<file path="src/common/sstc_map.svh">
// Address map, field positions, reset values and masks of the timing bank.
// Assumes a 9-bit word address delivered by the serial configuration port.
`ifndef SSTC_MAP_SVH
`define SSTC_MAP_SVH

// Word addresses
`define SSTC_ADDR_INTEG 9'h0C2
`define SSTC_ADDR_WINDOW 9'h0C3
`define SSTC_ADDR_RSVD 9'h0C4
`define SSTC_ADDR_DARK 9'h0C5
`define SSTC_ADDR_FILLER 9'h0C6
`define SSTC_ADDR_MULT 9'h0C7
`define SSTC_ADDR_PERIOD 9'h0C8
`define SSTC_ADDR_INTEG_TIME 9'h0C9
`define SSTC_ADDR_SLOPE2_TIME 9'h0CA

// Reset values
`define SSTC_RST_INTEG 16'h0004
`define SSTC_RST_WINDOW 16'h0001
`define SSTC_RST_DARK 16'h0102
`define SSTC_RST_FILLER 16'h0000
`define SSTC_RST_MULT 16'h0001
`define SSTC_RST_PERIOD 16'h0000
`define SSTC_RST_TIME 16'h0000

// Implemented bits; all others read as zero
`define SSTC_MASK_INTEG 16'h0007
`define SSTC_MASK_WINDOW 16'h00FF
`define SSTC_MASK_DARK 16'h01FF
`define SSTC_MASK_FILLER 16'h0FFF

// Field positions
`define SSTC_BIT_DUAL 0
`define SSTC_BIT_TRIPLE 1
`define SSTC_BIT_KIND 2
`define SSTC_DARK_MSB 7
`define SSTC_BIT_BLANK 8
`define SSTC_WINDOW_MSB 7
`define SSTC_FILLER_MSB 11

// Counting constants
`define SSTC_DARK_MIN 8'h01
`define SSTC_ZERO16 16'h0000
`define SSTC_ONE16 16'h0001
`define SSTC_ZERO8 8'h00
`define SSTC_ONE8 8'h01

`endif

</file>
<file path="src/common/sstc_pkg.sv">
// Types shared by the timing bank and its test bench.
// Assumes nothing of its surroundings.
`default_nettype none

package sstc_pkg;

    typedef enum logic [1:0] {
        EX_IDLE,
        EX_FIRST,
        EX_SECOND,
        EX_PERIOD
    } sstc_expo_state_t;

    typedef enum logic {
        RD_IDLE,
        RD_WAIT
    } sstc_rd_state_t;

    typedef struct packed {
        logic dual_en;
        logic triple_en;
        logic period_is_frame;
        logic [7:0] window_mask;
        logic [7:0] dark_rows;
        logic blank_first;
        logic [11:0] filler_rows;
        logic [15:0] tick_mult;
        logic [15:0] period_len;
        logic [15:0] integ_time;
        logic [15:0] slope2_time;
    } sstc_cfg_t;

endpackage

`default_nettype wire

</file>
<file path="src/core/sstc_tick_gen.sv">
// Tick generator: one-cycle pulse every multiplier system clock cycles.
// Assumes a multiplier of zero is meant as one.
`include "sstc_map.svh"
`default_nettype none

module sstc_tick_gen (
    input wire logic i_clk,          // System clock
    input wire logic i_rst,          // Synchronous reset, active high
    input wire logic i_restart,      // Realign tick phase
    input wire logic [15:0] i_mult,  // Cycles per tick
    output logic o_tick              // Tick pulse
);

    logic [15:0] cnt_r;

    always_ff @(posedge i_clk) begin
        if (i_rst || i_restart) begin
            cnt_r <= `SSTC_ONE16;
            o_tick <= 1'b0;
        end else if (cnt_r >= i_mult) begin
            cnt_r <= `SSTC_ONE16;
            o_tick <= 1'b1;
        end else begin
            cnt_r <= cnt_r + `SSTC_ONE16;
            o_tick <= 1'b0;
        end
    end

    chk_tick_spacing: assert property (@(posedge i_clk) disable iff (i_rst)
        (o_tick && !i_restart && i_mult == 16'h0003)
        ##1 (!i_restart && i_mult == 16'h0003)[*2] |=> o_tick)
        else $error("tick period differs from multiplier");

    chk_tick_gap: assert property (@(posedge i_clk) disable iff (i_rst)
        (o_tick && !i_restart && i_mult == 16'h0003) |=> !o_tick)
        else $error("tick repeated too soon");

endmodule // sstc_tick_gen

`default_nettype wire

</file>
<file path="src/core/sstc_timing_bank.sv">
// Readout sequencer timing bank: registers, exposure timer, readout delay.
// Assumes the serial port delivers decoded word reads and writes.
//
// Overview of operation
// - Overlapped mode: wait the readout delay from transfer start.
// - Normal mode with post delay: wait the delay after transfer end.
// - Two-slope enable bit turns on dual slope, global shutter only.
// - Three-slope enable bit turns on triple slope, global only.
// - Period kind select: 0 reset length, 1 frame length, default 1.
// - Global shutter ticks last multiplier clock periods, default one.
// - Dark rows per frame, range 1 to 255, default 2.
// - Leading-row blanking bit, default 1, blanks the first line.
// - Filler rows 0 to 4095 appended only under rolling shutter.
// - Exposure counts line periods rolling, ticks global.
// - Second-slope time counts ticks in global dual slope only.
// - Overlap select 1 chooses overlapped, 0 normal transfer readout.
// - Post-transfer delay enable inserts delay in normal mode.
`include "sstc_map.svh"
`default_nettype none

module sstc_timing_bank (
    input wire logic i_clk,              // System clock, 250 MHz
    input wire logic i_rst,              // Synchronous reset, active high
    input wire logic i_reg_wr,           // Register write strobe
    input wire logic i_reg_rd,           // Register read strobe
    input wire logic [8:0] i_reg_addr,   // Register word address
    input wire logic [15:0] i_reg_wdata, // Register write data
    input wire logic i_rolling,          // 1 rolling, 0 global shutter
    input wire logic i_overlap_sel,      // 1 overlapped transfer readout
    input wire logic i_post_delay_en,    // Delay after transfer end
    input wire logic [7:0] i_xsm_delay,  // Readout-start delay, cycles
    input wire logic i_rot_start,        // Row transfer begins
    input wire logic i_rot_end,          // Row transfer ends
    input wire logic i_line_tick,        // One line period elapsed
    input wire logic i_frame_start,      // Start of exposure
    output logic [15:0] o_reg_rdata,     // Read data
    output logic o_reg_rvalid,           // Read data valid
    output sstc_pkg::sstc_cfg_t o_cfg,   // Effective configuration
    output logic o_readout_start,        // Horizontal readout start pulse
    output logic o_exposing,             // Exposure in progress
    output logic o_slope2,               // Second slope in progress
    output logic o_period_done           // Reset or frame length elapsed
);

    ////////////////////////////////////////////////////////////////////////
    // Register file

    logic [15:0] integ_ctrl_r;
    logic [15:0] window_r;
    logic [15:0] dark_r;
    logic [15:0] filler_r;
    logic [15:0] mult_r;
    logic [15:0] period_r;
    logic [15:0] integ_time_r;
    logic [15:0] slope2_time_r;

    always_ff @(posedge i_clk) begin
        if (i_rst) begin
            integ_ctrl_r <= `SSTC_RST_INTEG;
            window_r <= `SSTC_RST_WINDOW;
            dark_r <= `SSTC_RST_DARK;
            filler_r <= `SSTC_RST_FILLER;
            mult_r <= `SSTC_RST_MULT;
            period_r <= `SSTC_RST_PERIOD;
            integ_time_r <= `SSTC_RST_TIME;
            slope2_time_r <= `SSTC_RST_TIME;
        end else if (i_reg_wr) begin
            if (i_reg_addr == `SSTC_ADDR_INTEG) begin
                integ_ctrl_r <= i_reg_wdata & `SSTC_MASK_INTEG;
            end else if (i_reg_addr == `SSTC_ADDR_WINDOW) begin
                window_r <= i_reg_wdata & `SSTC_MASK_WINDOW;
            end else if (i_reg_addr == `SSTC_ADDR_DARK) begin
                dark_r <= i_reg_wdata & `SSTC_MASK_DARK;
            end else if (i_reg_addr == `SSTC_ADDR_FILLER) begin
                filler_r <= i_reg_wdata & `SSTC_MASK_FILLER;
            end else if (i_reg_addr == `SSTC_ADDR_MULT) begin
                mult_r <= i_reg_wdata;
            end else if (i_reg_addr == `SSTC_ADDR_PERIOD) begin
                period_r <= i_reg_wdata;
            end else if (i_reg_addr == `SSTC_ADDR_INTEG_TIME) begin
                integ_time_r <= i_reg_wdata;
            end else if (i_reg_addr == `SSTC_ADDR_SLOPE2_TIME) begin
                slope2_time_r <= i_reg_wdata;
            end
        end
    end

    // Read port; the reserved word and unmapped addresses read zero
    always_ff @(posedge i_clk) begin
        if (i_rst) begin
            o_reg_rdata <= `SSTC_ZERO16;
            o_reg_rvalid <= 1'b0;
        end else begin
            o_reg_rvalid <= i_reg_rd;
            if (!i_reg_rd) begin
                o_reg_rdata <= `SSTC_ZERO16;
            end else if (i_reg_addr == `SSTC_ADDR_INTEG) begin
                o_reg_rdata <= integ_ctrl_r;
            end else if (i_reg_addr == `SSTC_ADDR_WINDOW) begin
                o_reg_rdata <= window_r;
            end else if (i_reg_addr == `SSTC_ADDR_DARK) begin
                o_reg_rdata <= dark_r;
            end else if (i_reg_addr == `SSTC_ADDR_FILLER) begin
                o_reg_rdata <= filler_r;
            end else if (i_reg_addr == `SSTC_ADDR_MULT) begin
                o_reg_rdata <= mult_r;
            end else if (i_reg_addr == `SSTC_ADDR_PERIOD) begin
                o_reg_rdata <= period_r;
            end else if (i_reg_addr == `SSTC_ADDR_INTEG_TIME) begin
                o_reg_rdata <= integ_time_r;
            end else if (i_reg_addr == `SSTC_ADDR_SLOPE2_TIME) begin
                o_reg_rdata <= slope2_time_r;
            end else begin
                o_reg_rdata <= `SSTC_ZERO16;
            end
        end
    end

    ////////////////////////////////////////////////////////////////////////
    // Effective configuration

    logic dual_eff;
    logic [7:0] dark_field;

    assign dual_eff = integ_ctrl_r[`SSTC_BIT_DUAL] && !i_rolling;
    assign dark_field = dark_r[`SSTC_DARK_MSB:0];

    always_ff @(posedge i_clk) begin
        if (i_rst) begin
            o_cfg <= '0;
        end else begin
            o_cfg.dual_en <= dual_eff;
            o_cfg.triple_en <= integ_ctrl_r[`SSTC_BIT_TRIPLE]
                && !i_rolling;
            o_cfg.period_is_frame <= integ_ctrl_r[`SSTC_BIT_KIND];
            o_cfg.window_mask <= window_r[`SSTC_WINDOW_MSB:0];
            // A programmed zero is raised to the least legal count
            o_cfg.dark_rows <= (dark_field == `SSTC_ZERO8)
                ? `SSTC_DARK_MIN : dark_field;
            o_cfg.blank_first <= dark_r[`SSTC_BIT_BLANK];
            o_cfg.filler_rows <= i_rolling
                ? filler_r[`SSTC_FILLER_MSB:0] : 12'h000;
            o_cfg.tick_mult <= mult_r;
            o_cfg.period_len <= period_r;
            o_cfg.integ_time <= integ_time_r;
            o_cfg.slope2_time <= slope2_time_r;
        end
    end

    ////////////////////////////////////////////////////////////////////////
    // Exposure and period timer

    logic gen_tick;
    logic unit_tick;
    logic [15:0] expo_cnt_r;
    sstc_pkg::sstc_expo_state_t expo_state_r;

    sstc_tick_gen u_tick (
        .i_clk(i_clk),
        .i_rst(i_rst),
        .i_restart(i_frame_start),
        .i_mult(mult_r),
        .o_tick(gen_tick)
    );

    assign unit_tick = i_rolling ? i_line_tick : gen_tick;

    always_ff @(posedge i_clk) begin
        if (i_rst) begin
            expo_state_r <= sstc_pkg::EX_IDLE;
            expo_cnt_r <= `SSTC_ZERO16;
            o_exposing <= 1'b0;
            o_slope2 <= 1'b0;
            o_period_done <= 1'b0;
        end else begin
            o_period_done <= 1'b0;
            if (i_frame_start) begin
                expo_state_r <= sstc_pkg::EX_FIRST;
                expo_cnt_r <= integ_time_r;
                o_exposing <= 1'b1;
                o_slope2 <= 1'b0;
            end else begin
                case (expo_state_r)
                    sstc_pkg::EX_FIRST: begin
                        if (expo_cnt_r != `SSTC_ZERO16) begin
                            if (unit_tick) begin
                                expo_cnt_r <= expo_cnt_r - `SSTC_ONE16;
                            end
                        end else if (dual_eff) begin
                            expo_state_r <= sstc_pkg::EX_SECOND;
                            expo_cnt_r <= slope2_time_r;
                            o_slope2 <= 1'b1;
                        end else if (!i_rolling) begin
                            expo_state_r <= sstc_pkg::EX_PERIOD;
                            expo_cnt_r <= period_r;
                            o_exposing <= 1'b0;
                        end else begin
                            expo_state_r <= sstc_pkg::EX_IDLE;
                            o_exposing <= 1'b0;
                        end
                    end
                    sstc_pkg::EX_SECOND: begin
                        if (expo_cnt_r != `SSTC_ZERO16) begin
                            if (gen_tick) begin
                                expo_cnt_r <= expo_cnt_r - `SSTC_ONE16;
                            end
                        end else begin
                            expo_state_r <= sstc_pkg::EX_PERIOD;
                            expo_cnt_r <= period_r;
                            o_exposing <= 1'b0;
                            o_slope2 <= 1'b0;
                        end
                    end
                    sstc_pkg::EX_PERIOD: begin
                        if (expo_cnt_r != `SSTC_ZERO16) begin
                            if (gen_tick) begin
                                expo_cnt_r <= expo_cnt_r - `SSTC_ONE16;
                            end
                        end else begin
                            expo_state_r <= sstc_pkg::EX_IDLE;
                            o_period_done <= 1'b1;
                        end
                    end
                    default: begin
                        expo_state_r <= sstc_pkg::EX_IDLE;
                    end
                endcase
            end
        end
    end

    ////////////////////////////////////////////////////////////////////////
    // Readout-start delay

    logic [7:0] rd_cnt_r;
    logic rd_trig;
    sstc_pkg::sstc_rd_state_t rd_state_r;

    // Overlapped counts from transfer start, normal from transfer end
    assign rd_trig = i_overlap_sel ? i_rot_start : i_rot_end;

    always_ff @(posedge i_clk) begin
        if (i_rst) begin
            rd_state_r <= sstc_pkg::RD_IDLE;
            rd_cnt_r <= `SSTC_ZERO8;
            o_readout_start <= 1'b0;
        end else begin
            o_readout_start <= 1'b0;
            case (rd_state_r)
                sstc_pkg::RD_IDLE: begin
                    if (rd_trig) begin
                        if ((i_overlap_sel || i_post_delay_en)
                            && i_xsm_delay != `SSTC_ZERO8) begin
                            rd_state_r <= sstc_pkg::RD_WAIT;
                            rd_cnt_r <= i_xsm_delay;
                        end else begin
                            o_readout_start <= 1'b1;
                        end
                    end
                end
                sstc_pkg::RD_WAIT: begin
                    if (rd_cnt_r <= `SSTC_ONE8) begin
                        rd_state_r <= sstc_pkg::RD_IDLE;
                        o_readout_start <= 1'b1;
                    end else begin
                        rd_cnt_r <= rd_cnt_r - `SSTC_ONE8;
                    end
                end
                default: begin
                    rd_state_r <= sstc_pkg::RD_IDLE;
                end
            endcase
        end
    end

    ////////////////////////////////////////////////////////////////////////
    // Checks

    chk_ovl_delay: assert property (@(posedge i_clk) disable iff (i_rst)
        (rd_state_r == sstc_pkg::RD_IDLE && i_overlap_sel && i_rot_start
        && i_xsm_delay == 8'h03)
        |=> !o_readout_start ##1 !o_readout_start ##1 !o_readout_start
        ##1 o_readout_start)
        else $error("overlapped readout start not after delay");

    chk_norm_delay: assert property (@(posedge i_clk) disable iff (i_rst)
        (rd_state_r == sstc_pkg::RD_IDLE && !i_overlap_sel && i_rot_end
        && i_post_delay_en && i_xsm_delay == 8'h01)
        |=> !o_readout_start ##1 o_readout_start)
        else $error("post transfer delay not applied");

    chk_norm_direct: assert property (@(posedge i_clk) disable iff (i_rst)
        (rd_state_r == sstc_pkg::RD_IDLE && !i_overlap_sel && i_rot_end
        && !i_post_delay_en) |=> o_readout_start)
        else $error("normal readout start delayed without enable");

    chk_ovl_ignore_end: assert property (@(posedge i_clk) disable iff (i_rst)
        (rd_state_r == sstc_pkg::RD_IDLE && i_overlap_sel && !i_rot_start)
        |=> !o_readout_start)
        else $error("readout started without transfer start");

    chk_roll_slopes: assert property (@(posedge i_clk) disable iff (i_rst)
        i_rolling |=> (!o_cfg.dual_en && !o_cfg.triple_en))
        else $error("slope modes active under rolling shutter");

    chk_filler_gate: assert property (@(posedge i_clk) disable iff (i_rst)
        !i_rolling |=> o_cfg.filler_rows == 12'h000)
        else $error("filler rows under global shutter");

    chk_dark_floor: assert property (@(posedge i_clk) disable iff (i_rst)
        !i_rst |=> o_cfg.dark_rows != 8'h00)
        else $error("dark row count below one");

    chk_reg_readback: assert property (@(posedge i_clk) disable iff (i_rst)
        (i_reg_wr && i_reg_addr == `SSTC_ADDR_DARK) ##1 !i_reg_wr
        ##1 (i_reg_rd && !i_reg_wr && i_reg_addr == `SSTC_ADDR_DARK)
        |=> o_reg_rvalid
        && o_reg_rdata == ($past(i_reg_wdata, 3) & `SSTC_MASK_DARK))
        else $error("dark row register read back wrong");

    chk_reset_kind: assert property (@(posedge i_clk)
        i_rst |=> integ_ctrl_r == 16'h0004 && dark_r == 16'h0102)
        else $error("reset value wrong");

    chk_expo_start: assert property (@(posedge i_clk) disable iff (i_rst)
        i_frame_start |=> o_exposing && !o_slope2)
        else $error("exposure did not start");

endmodule // sstc_timing_bank

`default_nettype wire

</file>
<file path="config.mk">
export PLATFORM = sky130hd
export DESIGN_NAME = sstc_timing_bank
export DESIGN_NICKNAME = d
export VERILOG_FILES = /design/src/common/sstc_pkg.sv /design/src/core/sstc_tick_gen.sv /design/src/core/sstc_timing_bank.sv
export VERILOG_INCLUDE_DIRS = /design/src /design/src/common
export SDC_FILE = /design/constraint.sdc
export NUM_CORES = 1
export LEC_CHECK = 0
export BUFFER_PORTS_ARGS = -buffer_cell sky130_fd_sc_hd__buf_2
export CAP_MARGIN = 20
export CORE_MARGIN = 3
export CORE_UTILIZATION = 40
export CTS_CLUSTER_DIAMETER = 80
export DETAILED_ROUTE_END_ITERATION = 10
export HOLD_SLACK_MARGIN = 0.06
export PLACE_DENSITY = 0.57
export REMOVE_ABC_BUFFERS = 1
export SYNTH_ARGS = -nofsm -noshare
export SYNTH_HDL_FRONTEND = slang
export SYNTH_HIERARCHICAL = 1
export SYNTH_SLANG_ARGS = --single-unit
export TNS_END_PERCENT = 20
</file>
<file path="constraint.sdc">
create_clock -name i_clk -period 6.65 [get_ports i_clk]
set_input_delay 0.3325 -clock i_clk [delete_from_list [all_inputs] [get_ports i_clk]]
set_output_delay 0.3325 -clock i_clk [all_outputs]
set_load 0.01 [all_outputs]
</file>
**Word level (Yosys, flattened, before mapping)**

Index checks and enable logic that the tools add are counted.

- Reduce and logical (&&, ||, !) cells: 36
- Add/subtract/negate cells: 3
- $lt $le $gt $ge: 2
- Bitwise logic cells: 11
- Equality and inequality tests: 25
- Muxes and demuxes: 49

Operators by type and width:

| kind | number |
|---|---|
| $mux W16 | 12 |
| $eq A9 B8 Y1 const B | 8 |
| $pmux W16 S3 | 1 |
| $mux W8 | 4 |
| $mux W1 | 18 |
| $add A16 B1 Y16 const B | 1 |
| $ge A16 B16 Y1 | 1 |
| $pmux W8 S2 | 1 |
| $reduce_and A4 Y1 | 4 |
| $reduce_bool A16 Y1 | 1 |
| $sub A16 B1 Y16 const B | 1 |
| $ne A3 B3 Y1 const B | 5 |
| $ne A2 B2 Y1 const B | 7 |
| $mux W12 | 1 |
| $reduce_and A3 Y1 | 4 |
| $not A1 Y1 | 11 |
| $mux W2 | 5 |
| $reduce_or A2 Y1 | 5 |
| $mux W9 | 1 |
| $reduce_and A9 Y1 | 1 |
| $le A8 B1 Y1 const B | 1 |
| $logic_not A8 Y1 | 1 |
| $pmux W1 S2 | 4 |
| $reduce_and A8 Y1 | 1 |
| other kinds (22) | 27 |

- Output and inout port bits: 117
- Bits in registers: 257
- Logic and storage cells: 163
- Bits of input ports: 44

**Longest topological paths before layout**

- Depth after elaboration: 9
- Mapped depth: 10
- Mapped depth without buffers: 8

**Cells and area by module**

Netlist, hierarchy kept.

Modules (own cells, without submodules):

| module | instances | area each (um2) | cells an instance | seq. area each (um2) |
|---|---|---|---|---|
| sstc_timing_bank | 1 | 10136.0 | 1206 | 4804.6 |
| sstc_tick_gen | 1 | 1102.3 | 128 | 340.3 |

**Worst setup path after synthesis**

No wires, ideal clock.

- Path type: register to register
- From: register expo_cnt_r[0]
- To: register expo_cnt_r[15]
- Arrival time: 2.438 ns
- Path slack: 4.085 ns
- Cell stages (with the launch flop): 11
- Library setup time: 0.127 ns
- Buffers on the path: 2
- Data required time: 6.523 ns
- Path through: dfxtp_1 > clkbuf_1 > inv_1 > ha_1 > nor4b_1 > nand4_1 > mux2i_1 > or2_2 > buf_2 > a2111oi_0 > o21ai_1

- Cells in the longest elaborated chain, start to end: 5
- Elaborated cells between the ends (all ways): 13
- Those cells by class: add/sub: 1; eq/ne: 3; mux: 7; reduce/logical: 2

RTL lines:

| element | line | source |
|---|---|---|
| start: declaration | sstc_timing_bank.sv:155 | `logic [15:0] expo_cnt_r;` |
| start signal: assignment | sstc_timing_bank.sv:171 | `` expo_cnt_r <= `SSTC_ZERO16; `` |
| start signal: assignment | sstc_timing_bank.sv:179 | `expo_cnt_r <= integ_time_r;` |
| start signal: assignment | sstc_timing_bank.sv:187 | `` expo_cnt_r <= expo_cnt_r - `SSTC_ONE16; `` |
| $sub A16 B1 Y16 (no source line) | n/a |  |
| $mux W16 (on tied branches) | sstc_timing_bank.sv:204, sstc_timing_bank.sv:216, sstc_timing_bank.sv:186 |  |
| $mux W16 (on tied branches) | sstc_timing_bank.sv:215, sstc_timing_bank.sv:185, sstc_timing_bank.sv:203 |  |
| $pmux W16 S3 | sstc_timing_bank.sv:183 | `case (expo_state_r)` |
| $mux W16 | sstc_timing_bank.sv:177 | `if (i_frame_start) begin` |

Parallel ways exist; a longest one is shown, timed or not. The select of a mux whose other input is x is not followed.
A chain may end at the register's enable or synchronous reset.

**Worst setup path after layout**

- From: register expo_cnt_r[0]
- To: register expo_cnt_r[11]

Same word-level chain as after synthesis.

==> results.yml <==
placed_design:
  gp_congestion: 0.9331
  dp_hpwl_microns: 24030
  numPortBuffers: 160
setup_path:
  path_class: "flip-flop to flip-flop"
  r2r_cells: 9
  reg2reg_slack_ps: 3250
  path_depth: 9
  slowest_stage: "nand4_1"
  max_stage_delay_ps: 770
  path_delay_family: "simple AND/OR/NAND/NOR gates"
  reg2reg_to: "expo_cnt_r[11]"
  worst-path-buf-inv: 2
  startpoint_type: "flip-flop"
  cp-end-kind: "flip-flop"
  cp-endpoint: "expo_cnt_r[11]"
  worstPathRequired_ps: 7110
  crit_chain: "inv_1, ha_1, nor4b_1, nand4_1, mux2i_1, nor2_1, buf_4, o21ai_0, a32oi_1"
  cp_max_fo: 18
  rr_startpoint: "expo_cnt_r[0]"
  cp-startpoint: "expo_cnt_r[0]"
  worstPathArrival_ps: 3860
timing:
  finalMaxSlewViolations: 0
  rsz0062_at_grt: "false"
  clock_skew_ps: 13.12
  fin_tns_setup_ps: 0
  setup_viol: 0
  hold_viol: 0
  fin_crit_sh_pct: 51.15
  finalWorstPathRequiredPeriod_ps: 3402
  slew-limit-headroom_pct: 19.23
  fmax_mhz: 294.0
  tightest_slew_ps: 1207
die:
  dieArea_sq_um: 30140
  boundaryPins: 161
  die_w_microns: 173.6
  coreArea_sq_um: 27250
  die_h_microns: 173.6
  initial_utilization_pct: 41.24
  rows: 60
detailed_routing:
  vias: 9903
  wl_per_cell_microns: 18.83
  dr.pass1.iters: 5
  via_per_inst: 5.388
  routed_wl_microns: 34600
  drt-initial-drc-count: 669
  ant_nets: 0
  drc_errors: 0
grt:
  grt_max_degree: 81
  antenna_found_initial: 0
  grt_pass1_wl_microns: 54030
  grt.total_usage_pct: 22.08
  grt_pass1_vias: 9506
  overflow: 0
cts:
  clk_latency_ps: 540
  clock-sinks: 257
  path_clk_slew_ps: 60
  post_cts_resized: 0
  cts_hold_buf: 0
  numCtsBuffers: 28
  cts_tree: "yes"
  htreeDepth: 1
  ctsLongestPathBuffers: 3
  cts_post_setup_buffers_inserted: 0
  root_buffer: "clkbuf_16"
synth:
  synth_warnings: 6
  yosys.area.top_type: "dfxtp_1"
  synth_cells: 1334
  synth_top_area_share_pct: 45.78
  yosys-top-cells-area: "dfxtp_1, nand2_1, nor2b_1"
  seq_area_frac_synth_pct: 45.78
  synth_edf_count: 0
  avgSynthCellArea_sq_um: 8.424
  syn_area_sq_um: 11240
  ys_async_sr_fraction_pct: 0
  synth_flop_cell: "dfxtp_1"
  synth_cell_type_count: 71
  ys_ff_latch: 257
hold_path:
  hp-class: "input port to flip-flop"
  hp-start: "i_reg_wdata[15]"
run_status:
  status: "finished, final reports clean"
finish:
  layout-drive-gt1-share_pct: 16.64
  nets: 1515
  syn_to_final_growth_pct: 17.38
  diodes: 0
  postLayoutCoreUtil_pct: 48.41
run:
  drv_cap: 0
power_and_ir_drop:
  p_per_area_nw_per_um2: 316.9
  p_leak_nw: 5.263
  ir_worst_vdd_v: 0.0001921
-- cell families after synthesis --
family | synth area share (%)
AND/OR/NAND/NOR | 24.46
AO/OA/AOI/OAI | 16.44
flip-flops | 45.78
buffers and inverters | 4.665
multiplexers | 3.407
XOR/XNOR | 2.572
adder cells (fa/ha/maj) | 2.672
-- cell usage after synthesis (8+ instances only) --
library cell,count
ha_1,24
nand3_1,32
xor2_1,18
nand2_1,224
a211oi_1,11
a22oi_1,19
mux2i_1,36
and3_1,10
nor2_2,9
nor3_1,25
xnor2_1,15
a31oi_1,15
o31ai_1,10
and2_1,13
nand4_1,9
dfxtp_1,257
clkbuf_1,78
inv_1,38
a21oi_1,111
nor2_1,92
nand2b_1,12
or4_1,8
o21ai_0,41
nor2b_1,93
nor4_1,9
-- worst min-delay path by stage --
stage                              endpoint  cells after the start
after floorplan                    o_cfg[1]                      1
after detailed placement   slope2_time_r[1]                      2
final                     slope2_time_r[15]                      3
after global placement          window_r[6]                      2
after global routing       integ_time_r[15]                      3
after CTS                 slope2_time_r[15]                      3
-- worst min-delay path, delay by kind of cell --
family                 cells  cell delay, ps
buffers and inverters      1             140
and+or+nand+nor            1              60
AOI/OAI and AO/OA          1              50
-- cells in the final DEF (no fill, tap or decap), types with 19 or more instances in the layout --
| master | netlist | routed |
|---|---|---|
| a22oi_1 | 19 | 19 |
| nor2_1 | 92 | 92 |
| buf_2 | 5 | 159 |
| nor2b_1 | 93 | 93 |
| nand3_1 | 32 | 32 |
| mux2i_1 | 36 | 36 |
| ha_1 | 24 | 24 |
| inv_1 | 38 | 38 |
| clkbuf_16 | 0 | 29 |
| a21oi_1 | 111 | 111 |
| dfxtp_1 | 257 | 257 |
| nand2_1 | 224 | 224 |
| nor3_1 | 25 | 25 |
| o21ai_0 | 41 | 41 |
-- state kept, by name, summed over array words and instances (netlist names), 2 cells and up --
register	flops
period_r	16
expo_state_r	2
u_tick/cnt_r	16
o_reg_rdata	16
rd_cnt_r	8
window_r	8
o_cfg	96
slope2_time_r	16
mult_r	16
integ_time_r	16
expo_cnt_r	16
dark_r	9
filler_r	12
integ_ctrl_r	3
-- cell type report --
class,count,area (sq um)
timing repair buffer,174,912.1
clock inverter,9,130.1
multi-input combinational,948,5569
clock buffer,40,827.0
tap,372,465.4
sequential,257,5145
inverter,38,142.6
fill,2732,14060
-- per-layer routing --
layer / up-vias / wire (microns) / global-route usage, %
li1: 4835 / - / -
met2: 326 / 15730 / 35.54
met5: - / 0 / 0
met3: 55 / 2226 / 3.263
met1: 4687 / 15850 / 31.03
met4: 0 / 799 / 6.032
-- power by group --
part           switching, mW  internal [mW]
Clock                  0.628          0.975
Sequential            0.0661           1.58
Combinational          0.592          0.341
Total                   1.29           2.89
-- per-stage QoR --
stage / cell area (sq um) / hold WS [ps] / worst slack (ps) / total power [mW] / cells
after global routing: 13190 / 75.78 / 2835 / 4.386 / 1838
after floorplan: 10860 / 399.2 / 3712 / 2.305 / 1243
after detailed placement: 12220 / 449.1 / 3049 / 2.583 / 1787
final: 13190 / 85.69 / 3248 / 4.180 / 1838
after global placement: 12220 / 442.7 / 3163 / 2.576 / 1787
after CTS: 13180 / 67.93 / 3032 / 4.190 / 1836
Note: power is estimated with default switching activity, not from simulation.
